<file path="config.mk">
export PLATFORM = sky130hd
export DESIGN_NAME = blo_ctrl
export DESIGN_NICKNAME = d
export VERILOG_FILES = /design/src/blo_pkg.sv /design/src/blo_ctrl.sv
export SDC_FILE = /design/constraint.sdc
export NUM_CORES = 1
export LEC_CHECK = 0
export BUFFER_PORTS_ARGS = -buffer_cell sky130_fd_sc_hd__clkbuf_2
export CORE_ASPECT_RATIO = 1.1
export CORE_MARGIN = 4
export CORE_UTILIZATION = 35
export DETAILED_ROUTE_END_ITERATION = 16
export SYNTH_ARGS = -nofsm -noshare
export SYNTH_HDL_FRONTEND = slang
export SYNTH_SLANG_ARGS = --single-unit
</file>
<file path="constraint.sdc">
create_clock -name ref_clk_i -period 4.06 [get_ports ref_clk_i]
set_input_delay 0.609 -clock ref_clk_i [delete_from_list [all_inputs] [get_ports ref_clk_i]]
set_output_delay 0.609 -clock ref_clk_i [all_outputs]
set_load 0.02 [all_outputs]
</file>
<file path="src/blo_pkg.sv">
package blo_pkg;
   localparam logic [7:0] ADDR_TRIM_FIRST = 8'h17;
   localparam logic [7:0] ADDR_TRIM_LAST = 8'h1c;
   localparam logic [7:0] ADDR_TGT_FIRST = 8'h1d;
   localparam logic [7:0] ADDR_TGT_LAST = 8'h22;
   localparam logic [7:0] ADDR_SERVO = 8'h23;
   localparam logic [7:0] ADDR_COAST = 8'h24;
   localparam logic [7:0] ADDR_CLAMP_ONLY = 8'h25;
   localparam logic [7:0] ADDR_CPRE = 8'h26;
   localparam logic [7:0] ADDR_CPOST = 8'h27;
   localparam logic [7:0] ADDR_DRIVE = 8'h28;
   localparam logic [7:0] ADDR_SETTLE = 8'h29;
   localparam logic [7:0] ADDR_RSV_A = 8'h2a;
   localparam logic [7:0] ADDR_RSV_B = 8'h2b;
   localparam logic [7:0] RST_RSV_A = 8'h39;
   localparam logic [7:0] RST_ZERO = 8'h00;
   localparam logic [8:0] TRIM_CENTER = 9'h0ff;
   localparam logic [7:0] RST_COAST = 8'h18;
   localparam int FRAME_UPDATES = 64;
   localparam int FCNT_W = 6;
   localparam logic [8:0] TGT_MIN_LO = 9'h1f0;
   localparam logic [8:0] TGT_MIN_HI = 9'h050;
   localparam logic [8:0] TGT_CTR_LO = 9'h1e0;
   localparam logic [8:0] TGT_CTR_HI = 9'h01c;
   // Center clamp level of 128 expressed in quarter LSB.
   localparam logic [11:0] CTR_LEVEL_Q = 12'h200;
   // Servo control fields.
   typedef struct packed {
      logic [2:0] servo_bandwidth_sel;
      logic [1:0] coring_range;
      logic servo_disable;
      logic servo_freeze;
      logic frame_update;
   } blo_servo_t;
   // Coast and slicer configuration fields.
   typedef struct packed {
      logic spare;
      logic coast_source_sel;
      logic clamp_bandwidth;
      logic [1:0] fixed_ones;
      logic slicer_out_invert;
      logic slicer_out_source;
      logic powerdown_out_level;
   } blo_coast_t;
   // Drive fields.
   typedef struct packed {
      logic [1:0] data_drive;
      logic [1:0] clock_drive;
      logic [3:0] spare;
   } blo_drive_t;
   // Write strobe bundle from the register port.
   typedef struct packed {
      logic we;
      logic [7:0] addr;
      logic [7:0] data;
   } blo_wr_t;
endpackage : blo_pkg
</file>
<file path="src/blo_ctrl.sv">
`timescale 1ns/100ps
// Behaviour
// RULE1: Nine-bit per-channel trim, 0ffh is zero.
// RULE2: Quarter-LSB steps; above center subtracts.
// RULE3: Trim used only when servo disabled.
// RULE4: Trim high write latent until low write.
// RULE5: Target high write latent until low write.
// RULE6: Minimum level target two's complement, range limited.
// RULE7: Center level target 120 to 135 allowed.
// RULE8: Signed three-bit servo bandwidth setting.
// RULE9: Coring dead band per two-bit code.
// RULE10: Disable bit selects servo or manual trim.
// RULE11: Freeze bit holds servo state.
// RULE12: Applied correction per hsync or 64 vsyncs.
// RULE13: Integrator updates every hsync regardless.
// RULE14: Coast source from vsync pin or separator.
// RULE15: Host writes ones to bits four, three.
// RULE16: Slicer pin source select and invert.
// RULE17: Power-down forces outputs to fixed level.
// RULE18: Clamp split: first m clamp, rest servo.
// RULE19: Host keeps clamp-only count below length.
// RULE20: Clamp coasted hsyncs before and after vsync.
// RULE21: Drive fields: tri-state, quarter, full.
// RULE22: Settle window stops bandwidth boosting.
// RULE23: Clamp starts delay after hsync, lasts length.
// RULE24: Host avoids out-of-range target codes.
module blo_ctrl #(
   parameter int CHANNELS = 3
) (
   // Clock and reset.
   input wire logic ref_clk_i,
   input wire logic resetn_i,
   // Register write and read ports from the serial interface.
   input wire blo_pkg::blo_wr_t wr_i,
   input wire logic [7:0] rd_addr_i,
   output logic [7:0] rd_data_o,
   // Sync, slicer and mode pins.
   input wire logic hsync_pin_i,
   input wire logic vsync_pin_i,
   input wire logic sep_vsync_i,
   input wire logic slicer_i,
   input wire logic power_down_ctl_i,
   input wire logic clamp_target_sel_i,
   input wire logic [7:0] clamp_delay_i,
   input wire logic [7:0] clamp_length_i,
   // Converter data and correction.
   input wire logic [CHANNELS*10-1:0] adc_data_i,
   output logic [CHANNELS*9-1:0] applied_corr_o,
   output logic [CHANNELS-1:0] servo_active_o,
   // Control outputs.
   output logic clamp_o,
   output logic servo_window_o,
   output logic coast_in_o,
   output logic slicer_out_pin_o,
   output logic pd_force_o,
   output logic pd_level_o,
   output logic [1:0] data_drive_o,
   output logic [1:0] clock_drive_o,
   output logic [2:0] servo_bandwidth_o,
   output logic boost_o
);
   localparam int N6 = 2 * CHANNELS;
   logic [7:0] lo_r [N6];
   logic [N6-1:0] hi_pend_r;
   logic [N6-1:0] hi_act_r;
   blo_pkg::blo_servo_t servo_r;
   blo_pkg::blo_coast_t coast_r;
   logic [7:0] clamp_only_r, cpre_r, cpost_r, settle_r, rsva_r, rsvb_r;
   blo_pkg::blo_drive_t drive_r;
   logic [2:0] hs_s, vs_s, sv_s, sl_s, pd_s;
   logic hs_rise, hs_fall, vs_rise, coast_vs;
   logic [8:0] integ_r [CHANNELS];
   logic [8:0] corr_r [CHANNELS];
   logic [blo_pkg::FCNT_W-1:0] frame_cnt_r;
   logic [8:0] clamp_cnt_r;
   logic clamp_run_r;
   logic [7:0] line_cnt_r, post_cnt_r;
   logic post_run_r;

   // Register index for the two halves of a trim or target pair.
   function automatic int pair_idx(input logic [7:0] a, input logic [7:0] b);
      return int'(a - b);
   endfunction : pair_idx

   // Sync inputs come from pins; the third stage only feeds edge detect.
   always_ff @(posedge ref_clk_i or negedge resetn_i) begin
      if (!resetn_i) begin
         hs_s <= 3'h0;
         vs_s <= 3'h0;
         sv_s <= 3'h0;
         sl_s <= 3'h0;
         pd_s <= 3'h0;
      end else begin
         hs_s <= {hs_s[1:0], hsync_pin_i};
         vs_s <= {vs_s[1:0], vsync_pin_i};
         sv_s <= {sv_s[1:0], sep_vsync_i};
         sl_s <= {sl_s[1:0], slicer_i};
         pd_s <= {pd_s[1:0], power_down_ctl_i};
      end
   end
   assign hs_rise = hs_s[1] & ~hs_s[2];
   assign hs_fall = ~hs_s[1] & hs_s[2];
   // Coast generator input follows the selected vsync source. [RULE14]
   assign coast_vs = coast_r.coast_source_sel ? sv_s[1] : vs_s[1];
   assign vs_rise = coast_vs & ~(coast_r.coast_source_sel ? sv_s[2] : vs_s[2]);

   // Trim and target pairs: the high bit waits until the low byte lands.
   genvar g;
   generate
      for (g = 0; g < N6; g++) begin : g_pair
         always_ff @(posedge ref_clk_i or negedge resetn_i) begin
            if (!resetn_i) begin
               lo_r[g] <= 8'hff;
               hi_pend_r[g] <= 1'b0;
               hi_act_r[g] <= 1'b0;
            end else if (wr_i.we) begin
               if (pair_idx(wr_i.addr, blo_pkg::ADDR_TRIM_FIRST) == 2*g
                  || pair_idx(wr_i.addr, blo_pkg::ADDR_TGT_FIRST)
                     == 2*(g-CHANNELS) && g >= CHANNELS)
                  hi_pend_r[g] <= wr_i.data[0]; // [RULE4] [RULE5]
               if (pair_idx(wr_i.addr, blo_pkg::ADDR_TRIM_FIRST) == 2*g+1
                  || pair_idx(wr_i.addr, blo_pkg::ADDR_TGT_FIRST)
                     == 2*(g-CHANNELS)+1 && g >= CHANNELS) begin
                  lo_r[g] <= wr_i.data;
                  hi_act_r[g] <= hi_pend_r[g]; // [RULE4] [RULE5]
               end
            end
         end
      end
   endgenerate

   // Single control registers.
   always_ff @(posedge ref_clk_i or negedge resetn_i) begin
      if (!resetn_i) begin
         servo_r <= '0;
         coast_r <= blo_pkg::RST_COAST;
         clamp_only_r <= blo_pkg::RST_ZERO;
         cpre_r <= blo_pkg::RST_ZERO; // [RULE20]
         cpost_r <= blo_pkg::RST_ZERO; // [RULE20]
         drive_r <= '0;
         settle_r <= blo_pkg::RST_ZERO;
         rsva_r <= blo_pkg::RST_RSV_A;
         rsvb_r <= blo_pkg::RST_ZERO;
      end else if (wr_i.we) begin
         case (wr_i.addr)
            blo_pkg::ADDR_SERVO: servo_r <= wr_i.data;
            blo_pkg::ADDR_COAST: coast_r <= wr_i.data;
            blo_pkg::ADDR_CLAMP_ONLY: clamp_only_r <= wr_i.data;
            blo_pkg::ADDR_CPRE: cpre_r <= wr_i.data;
            blo_pkg::ADDR_CPOST: cpost_r <= wr_i.data;
            blo_pkg::ADDR_DRIVE: drive_r <= wr_i.data;
            blo_pkg::ADDR_SETTLE: settle_r <= wr_i.data;
            blo_pkg::ADDR_RSV_A: rsva_r <= wr_i.data;
            blo_pkg::ADDR_RSV_B: rsvb_r <= wr_i.data;
            default: ;
         endcase
      end
   end

   // Read-back returns stored bytes; trim and target high reads show live bit.
   always_ff @(posedge ref_clk_i or negedge resetn_i) begin
      if (!resetn_i) begin
         rd_data_o <= 8'h00;
      end else begin
         rd_data_o <= 8'h00;
         for (int k = 0; k < N6; k++) begin
            if (rd_addr_i == blo_pkg::ADDR_TRIM_FIRST + 8'(2*k))
               rd_data_o <= {7'h0, hi_act_r[k]};
            if (rd_addr_i == blo_pkg::ADDR_TRIM_FIRST + 8'(2*k+1))
               rd_data_o <= lo_r[k];
         end
         case (rd_addr_i)
            blo_pkg::ADDR_SERVO: rd_data_o <= servo_r;
            blo_pkg::ADDR_COAST: rd_data_o <= coast_r;
            blo_pkg::ADDR_CLAMP_ONLY: rd_data_o <= clamp_only_r;
            blo_pkg::ADDR_CPRE: rd_data_o <= cpre_r;
            blo_pkg::ADDR_CPOST: rd_data_o <= cpost_r;
            blo_pkg::ADDR_DRIVE: rd_data_o <= drive_r;
            blo_pkg::ADDR_SETTLE: rd_data_o <= settle_r;
            blo_pkg::ADDR_RSV_A: rd_data_o <= rsva_r;
            blo_pkg::ADDR_RSV_B: rd_data_o <= rsvb_r;
            default: ;
         endcase
      end
   end

   // Clamp generator with coasting around vsync.
   always_ff @(posedge ref_clk_i or negedge resetn_i) begin
      if (!resetn_i) begin
         clamp_cnt_r <= 9'h000;
         clamp_run_r <= 1'b0;
         clamp_o <= 1'b0;
         servo_window_o <= 1'b0;
      end else begin
         if (hs_fall) begin
            clamp_cnt_r <= 9'h000;
            clamp_run_r <= 1'b1;
         end else if (clamp_run_r) begin
            clamp_cnt_r <= clamp_cnt_r + 9'h001;
         end
         if (clamp_run_r && clamp_cnt_r
             >= {1'b0, clamp_delay_i} + {1'b0, clamp_length_i})
            clamp_run_r <= 1'b0;
         // Window opens after delay and lasts clamp_length. [RULE23]
         if (clamp_run_r && clamp_cnt_r >= {1'b0, clamp_delay_i}
             && clamp_cnt_r < {1'b0, clamp_delay_i} + {1'b0, clamp_length_i}
             && !(post_run_r || line_cnt_r < cpre_r)) begin // [RULE20]
            // First m pixels clamp, rest is servo time. [RULE18]
            if (clamp_only_r != 8'h00 && clamp_cnt_r
                >= {1'b0, clamp_delay_i} + {1'b0, clamp_only_r}) begin
               clamp_o <= 1'b0;
               servo_window_o <= 1'b1;
            end else begin
               clamp_o <= 1'b1;
               servo_window_o <= (clamp_only_r == 8'h00);
            end
         end else begin
            clamp_o <= 1'b0;
            servo_window_o <= 1'b0;
         end
      end
   end

   // Line counters: pre-coast counts lines left before an assumed vsync
   // using the last frame's length; post-coast counts lines after it.
   logic [7:0] lines_since_r, frame_len_r;
   always_ff @(posedge ref_clk_i or negedge resetn_i) begin
      if (!resetn_i) begin
         line_cnt_r <= 8'hff;
         lines_since_r <= 8'h00;
         frame_len_r <= 8'hff;
         post_cnt_r <= 8'h00;
         post_run_r <= 1'b0;
      end else begin
         if (vs_rise) begin
            frame_len_r <= lines_since_r;
            lines_since_r <= 8'h00;
            post_cnt_r <= cpost_r;
            post_run_r <= (cpost_r != 8'h00); // [RULE20]
         end else if (hs_rise) begin
            if (lines_since_r != 8'hff)
               lines_since_r <= lines_since_r + 8'h01;
            if (post_run_r) begin
               post_cnt_r <= post_cnt_r - 8'h01;
               post_run_r <= (post_cnt_r > 8'h01);
            end
         end
         line_cnt_r <= frame_len_r - lines_since_r; // [RULE20]
      end
   end

   // Servo integrators and applied correction.
   generate
      for (g = 0; g < CHANNELS; g++) begin : g_servo
         logic [8:0] target;
         logic [11:0] err;
         logic [9:0] adc;
         logic in_range, cored;
         assign target = {hi_act_r[CHANNELS+g], lo_r[CHANNELS+g]};
         assign adc = adc_data_i[g*10 +: 10];
         // Allowed target windows per clamp level. [RULE6] [RULE7]
         assign in_range = clamp_target_sel_i
            ? ($signed(target) >= $signed(blo_pkg::TGT_CTR_LO)
               && $signed(target) <= $signed(blo_pkg::TGT_CTR_HI))
            : ($signed(target) >= $signed(blo_pkg::TGT_MIN_LO)
               && $signed(target) <= $signed(blo_pkg::TGT_MIN_HI));
         // Error in quarter LSB: target minus measured black. [RULE6]
         assign err = {{3{target[8]}}, target} - {2'b00, adc}
                    + (clamp_target_sel_i ? blo_pkg::CTR_LEVEL_Q : 12'h000);
         // Coring thresholds 0, 1, 6, 4 quarter-LSB. [RULE9]
         always_comb begin
            case (servo_r.coring_range)
               2'b00: cored = 1'b0;
               2'b01: cored = ($signed(err) >= -9'sd1 && $signed(err) <= 9'sd1);
               2'b10: cored = ($signed(err) >= -9'sd6 && $signed(err) <= 9'sd6);
               2'b11: cored = ($signed(err) >= -9'sd4 && $signed(err) <= 9'sd4);
               default: cored = 1'b0;
            endcase
         end
         always_ff @(posedge ref_clk_i or negedge resetn_i) begin
            if (!resetn_i) begin
               integ_r[g] <= blo_pkg::TRIM_CENTER;
               corr_r[g] <= blo_pkg::TRIM_CENTER;
               servo_active_o[g] <= 1'b0;
            end else begin
               servo_active_o[g] <= ~servo_r.servo_disable & in_range;
               // Integrator steps each hsync unless disabled, frozen, out of range or inside the coring band. [RULE11] [RULE13]
               if (hs_rise && !servo_r.servo_disable && !servo_r.servo_freeze
                   && in_range && !cored)
                  integ_r[g] <= $signed(err) > 0 ? integ_r[g] - 9'h001
                                               : integ_r[g] + 9'h001;
               if (servo_r.servo_disable) // [RULE3] [RULE10]
                  corr_r[g] <= {hi_act_r[g], lo_r[g]}; // [RULE1] [RULE2]
               else if (servo_r.frame_update ? (vs_rise && frame_cnt_r == '0)
                        : hs_rise) // [RULE12]
                  corr_r[g] <= integ_r[g];
            end
         end
         assign applied_corr_o[g*9 +: 9] = corr_r[g];
      end
   endgenerate

   // Frame-paced counter wraps every 64 vsyncs.
   always_ff @(posedge ref_clk_i or negedge resetn_i) begin
      if (!resetn_i)
         frame_cnt_r <= '0;
      else if (vs_rise)
         frame_cnt_r <= frame_cnt_r + 1'b1; // [RULE12]
   end

   logic [11:0] err_mag0;
   assign err_mag0 = g_servo[0].err[11] ? -g_servo[0].err : g_servo[0].err;
   // Pin level outputs, all registered.
   always_ff @(posedge ref_clk_i or negedge resetn_i) begin
      if (!resetn_i) begin
         coast_in_o <= 1'b0;
         slicer_out_pin_o <= 1'b0;
         pd_force_o <= 1'b0;
         pd_level_o <= 1'b0;
         data_drive_o <= 2'b00;
         clock_drive_o <= 2'b00;
         servo_bandwidth_o <= 3'b000;
         boost_o <= 1'b0;
      end else begin
         coast_in_o <= coast_vs; // [RULE14]
         // Power-down level overrides the slicer pin too. [RULE17]
         slicer_out_pin_o <= !pd_s[1] ? coast_r.powerdown_out_level
            : (coast_r.slicer_out_source ? hs_s[1] : sl_s[1])
              ^ coast_r.slicer_out_invert; // [RULE16]
         pd_force_o <= !pd_s[1]; // [RULE17]
         pd_level_o <= coast_r.powerdown_out_level; // [RULE17]
         data_drive_o <= drive_r.data_drive; // [RULE21]
         clock_drive_o <= drive_r.clock_drive; // [RULE21]
         servo_bandwidth_o <= servo_r.servo_bandwidth_sel; // [RULE8]
         // Boost only while error exceeds the settle window. [RULE22]
         boost_o <= settle_r[3:1] != 3'b000 && !servo_r.servo_disable
            && err_mag0 > (settle_r[3] && settle_r[2:1] != 2'b00
               ? {7'h00, 3'(settle_r[3:1] - 3'h3), 2'b00}
               : {9'h000, settle_r[3:1]});
      end
   end

   chk_trim_latent: assert property (@(posedge ref_clk_i) disable iff
      (!resetn_i) wr_i.we && wr_i.addr == blo_pkg::ADDR_TRIM_FIRST
      |=> $stable(hi_act_r[0])) else $error("trim high took effect early"); // [RULE4]
   chk_manual_trim: assert property (@(posedge ref_clk_i) disable iff
      (!resetn_i) servo_r.servo_disable ##1 servo_r.servo_disable
      |-> corr_r[0] == {hi_act_r[0], lo_r[0]} || $changed(lo_r[0])
      || $changed(hi_act_r[0])) else $error("manual trim not applied"); // [RULE10]
   chk_freeze_hold: assert property (@(posedge ref_clk_i) disable iff
      (!resetn_i) servo_r.servo_freeze && $past(servo_r.servo_freeze)
      |-> $stable(integ_r[0])) else $error("frozen servo moved"); // [RULE11]
   chk_slicer_sel: assert property (@(posedge ref_clk_i) disable iff
      (!resetn_i) pd_s[1] && !coast_r.slicer_out_source
      && !coast_r.slicer_out_invert && $stable(coast_r)
      |=> slicer_out_pin_o == $past(sl_s[1])) else $error("slicer route"); // [RULE16]
   chk_pd_level: assert property (@(posedge ref_clk_i) disable iff
      (!resetn_i) !pd_s[1] |=> pd_force_o && slicer_out_pin_o ==
      $past(coast_r.powerdown_out_level)) else $error("power-down level"); // [RULE17]
   chk_drive_copy: assert property (@(posedge ref_clk_i) disable iff
      (!resetn_i) wr_i.we && wr_i.addr == blo_pkg::ADDR_DRIVE ##2 1'b1
      |-> data_drive_o == $past(wr_i.data[7:6], 2)) else $error("drive"); // [RULE21]
   chk_coast_src: assert property (@(posedge ref_clk_i) disable iff
      (!resetn_i) coast_r.coast_source_sel && $stable(coast_r)
      |=> coast_in_o == $past(sv_s[1])) else $error("coast source"); // [RULE14]
   chk_hold_frame: assert property (@(posedge ref_clk_i) disable iff
      (!resetn_i) !servo_r.servo_disable && servo_r.frame_update
      && !vs_rise && $stable(servo_r) |=> $stable(corr_r[0]))
      else $error("correction moved off frame"); // [RULE12]
endmodule : blo_ctrl

</file>
==> impl_metrics.sql <==
INSERT INTO impl_metrics (metric_group, metric, value, unit) VALUES
('status', 'status', 'complete, but fails checks', ''),
('status', 'violations', 'setup timing', ''),
('cts', 'cts_buffers', '28', ''),
('yosys', 'yosys.cell_types.count', '77', ''),
('cts', 'cts-root-buf', 'sky130_fd_sc_hd__clkbuf_16', ''),
('die', 'floorplan.die.width', '218', 'um'),
('yosys', 'synth_edf_count', '0', ''),
('cts', 'cts.reportedPaths.clkPinSlew', '0.06', 'ns'),
('power', 'power.combinational.fraction', '0.350', ''),
('yosys', 'post_synth_main_area_contributors', 'sky130_fd_sc_hd__dfrtp_1 (23%), sky130_fd_sc_hd__dfstp_2 (18%), sky130_fd_sc_hd__ha_1 (11%)', ''),
('critical_path', 'path_cells', 'ha_4 -> ha_4 -> fa_2 -> buf_6 -> nor3_4 -> a31oi_1 -> or4_4 -> nor4_4 -> a31oi_4 -> fa_2 -> a21oi_2 -> o21bai_1 -> a21o_1 -> a21oi_2 -> o21bai_1 -> a21oi_1 -> xnor2_1 -> nand2_1 -> xnor2_1', ''),
('timing', 'setup_violations', '10', ''),
('place', 'global_placer_s_final_weighted_congestion', '0.899', ''),
('routing', 'drt_iter0_markers', '775', ''),
('timing', 'achievable-frequency', '223', 'MHz'),
('power', 'irDropWorstVdd', '325', 'uV'),
('critical_path', 'max_stage_delay', '0.57', 'ns'),
('yosys', 'mappedNetlistNets', '1884', ''),
('critical_path', 'crit_path_start_kind', 'flop', ''),
('grt', 'number_of_antenna_violations_at_the_first_check_in_global_routing', '5', ''),
('yosys', 'ys_warn_count', '0', ''),
('cells_and_area', 'layoutNonFillerInstCount', '2602', ''),
('routing', 'wl', '47600', 'um'),
('grt', 'congestion_overflow_gr', '0', ''),
('timing', 'period_share', '1.11', ''),
('timing', 'worst_setup_slack_after_layout', '-0.431', 'ns'),
('cts', 'worstSkewPairLatency', '0.57', 'ns'),
('critical_path', 'r2r-start', 'g_servo[2].target[1]', ''),
('die', 'die_height', '239', 'um'),
('grt', 'number_of_global_route_vias_before_repair', '13500', ''),
('min_path', 'hp-class', 'input port to async pin', ''),
('yosys', 'synth-seq-area-share', '0.410', ''),
('cts', 'cts_tree', 'yes', ''),
('cells_and_area', 'finalNetCount', '2177', ''),
('routing', 'num_vias', '13400', ''),
('timing', 'final-hold-violation-count', '0', ''),
('timing', 'report.final.slew_viol_count', '0', ''),
('cells_and_area', 'final_layout_size_suffix_gt1_frac', '0.373', ''),
('power', 'switching_component_of_the_power', '3340', 'uW'),
('cts', 'holdBufCountCts', '0', ''),
('cts', 'cts.sinks', '273', ''),
('yosys', 'post_synth.cell_area_avg', '10.4', 'um^2'),
('routing', 'average_wire_per_cell_in_the_routed_design', '18.3', 'um'),
('power', 'total_leakage_power', '0.00985', 'uW'),
('cts', 'cts_buffer_depth', '3', ''),
('power', 'power-per-cell-area', '479', 'mW/mm^2'),
('timing', 'fin_worst_skew', '0.0220', 'ns'),
('yosys', 'async_reset_ff_frac', '1.00', ''),
('power', 'post-layout-total-power', '10200', 'uW'),
('critical_path', 'critPathCaptureType', 'flop', ''),
('power', 'sequentialPowerShare', '0.375', ''),
('power', 'intPower', '6870', 'uW'),
('place', 'count_of_buffers_inserted_at_the_top_level_ports', '130', ''),
('critical_path', 'worstSetupPathType', 'flop to flop', ''),
('die', 'placementRows', '84', ''),
('grt', 'wire_length_of_the_first_global_routing_pass', '75000', 'um'),
('yosys', 'yosys_most_used_dff', 'sky130_fd_sc_hd__dfrtp_1', ''),
('timing', 'final.min_clock_period', '4.49', 'ns'),
('place', 'numPlacedInstances', '2515', ''),
('die', 'ios', '131', ''),
('yosys', 'netlist.top_cell.by_area', 'sky130_fd_sc_hd__dfrtp_1', ''),
('critical_path', 'worstPathArrival', '4.93', 'ns'),
('critical_path', 'crit_path_top_delay_cell', 'sky130_fd_sc_hd__dfstp_2', ''),
('grt', 'tot_gr_track_use', '0.178', ''),
('die', 'die_area', '0.0522', 'mm^2'),
('routing', 'drc', '0', ''),
('critical_path', 'r2r_end', 'integ_r[8]', ''),
('die', 'initial_core_utilization', '0.355', ''),
('yosys', 'number_of_synthesized_register_bits', '273', ''),
('critical_path', 'reg2regPathDepth', '19', ''),
('routing', 'route.antenna.remaining_nets', '0', '');
==> cells in the mapped netlist (33+ instances only) <==
cell and n:
sky130_fd_sc_hd__mux2i_1 37, sky130_fd_sc_hd__mux2_2 139, sky130_fd_sc_hd__ha_1 151, sky130_fd_sc_hd__xor2_1 33, sky130_fd_sc_hd__nand2_1 99, sky130_fd_sc_hd__dfrtp_1 155, sky130_fd_sc_hd__clkbuf_1 45, sky130_fd_sc_hd__o21ai_0 92
sky130_fd_sc_hd__dfstp_2 118, sky130_fd_sc_hd__a21o_1 34, sky130_fd_sc_hd__inv_1 95, sky130_fd_sc_hd__a21oi_1 103, sky130_fd_sc_hd__nor2_1 123, sky130_fd_sc_hd__xnor2_1 60
==> cell usage in the layout (no fill, tap or decap), types with 9 or more instances in the layout <==
master                      count
sky130_fd_sc_hd__nor2b_1       25
sky130_fd_sc_hd__a21oi_1       89
sky130_fd_sc_hd__nand2b_1      17
sky130_fd_sc_hd__a22o_1         9
sky130_fd_sc_hd__o21ai_0       79
sky130_fd_sc_hd__nor2_1       121
sky130_fd_sc_hd__xnor2_1       56
sky130_fd_sc_hd__o21bai_1      13
sky130_fd_sc_hd__nand2_1       97
sky130_fd_sc_hd__clkbuf_2     129
sky130_fd_sc_hd__a21oi_2       14
sky130_fd_sc_hd__a22oi_1       20
sky130_fd_sc_hd__a31oi_1       16
sky130_fd_sc_hd__inv_1         91
sky130_fd_sc_hd__ha_1         133
sky130_fd_sc_hd__xor2_1        31
sky130_fd_sc_hd__mux2i_1       37
sky130_fd_sc_hd__dfrtp_1      154
sky130_fd_sc_hd__buf_4        179
sky130_fd_sc_hd__a211oi_1      10
sky130_fd_sc_hd__nand4_1       22
sky130_fd_sc_hd__ha_4          17
sky130_fd_sc_hd__a21o_1        34
sky130_fd_sc_hd__dfstp_2      118
sky130_fd_sc_hd__nand3_1       25
sky130_fd_sc_hd__nor3_1        22
sky130_fd_sc_hd__clkbuf_16     28
sky130_fd_sc_hd__mux2_2       138
==> per-layer routing <==
layer,vias to the layer above,share of wire,GRT usage
met1,6578,0.45,0.246
met4,10,0.020,0.0442
li1,6489,-,-
met5,-,0.0013,0
met2,255,0.48,0.294
met3,61,0.052,0.0301
==> worst max-delay path by stage <==
stage / startpoint / to / slack [ns] / cells past startpoint
finish: g_servo[2].target[1] / integ_r[8] / -0.43 / 19
global route: g_servo[2].target[1] / integ_r[8] / -0.59 / 19
CTS: g_servo[2].target[1] / integ_r[8] / -0.32 / 19
detailed placement: adc_data_i[21] / integ_r[8] / -0.73 / 21
global placement: adc_data_i[21] / integ_r[8] / -0.59 / 22
floorplan: adc_data_i[21] / integ_r[8] / -0.24 / 20
==> stage by stage <==
step / util / worst slack, ns / TNS [ns] / instance area (um^2)
finish: 0.445 / -0.431 / -1.99 / 21300
global route: 0.445 / -0.589 / -4.22 / 21300
detailed placement: 0.410 / -0.728 / -6.47 / 19700
global placement: 0.410 / -0.591 / -4.95 / 19700
CTS: 0.438 / -0.324 / -1.28 / 21000
floorplan: - / -0.243 / -0.641 / 17300
==> cell type report <==
type	count	area [um^2]
repair buffers	318	2130
multi-input cells	1219	10000
clock buffers	36	781
inverters	95	372
clock inverters	15	225
flip-flops and latches	273	6980
fillers	4575	26600
diodes	1	2.50
well taps	645	807
==> registers in the layout, summed over array words and instances, names as in the netlist, 9 cells and up <==
name / flops
applied_corr_o: 27
g_servo.target: 27
integ_r: 27
lo_r: 24
clamp_cnt_r: 9
==> cell families after synthesis <==
kind of cell / Yosys count / share of synthesized area
compound gates: 372 / 0.140
xor+xnor: 93 / 0.0479
fa+ha+maj: 163 / 0.125
buf+inv: 150 / 0.0345
flops: 273 / 0.410
mux: 187 / 0.126
simple gates: 404 / 0.117
==> power groups by stage <==
stage               Combinational, uW  Clock [uW]  Sequential (uW)
floorplan                        2050           0             3870
global placement                 3200           0             3830
detailed placement               3300           0             3850
CTS                              3430        2880             3820
global route                     3970        2980             3900
finish                           3570        2810             3830
==> worst max-delay path: cells and delay by family, from the launching register on <==
family	cells	cell delay, ns
flops	1	0.57
compound gates	8	1.15
buf+inv	1	0.14
fa+ha+maj	4	1.16
simple gates	4	1.03
xor+xnor	2	0.29
==> what timing repair did <==
| item | CTS | global route |
|---|---|---|
| pin swaps | 54 | 38 |
| setup endpoints to repair | 16 | 20 |
| buffers inserted | 27 | 17 |
| gates resized for setup | 20 | 49 |
No activity file was read; power rests on OpenSTA's default activity.
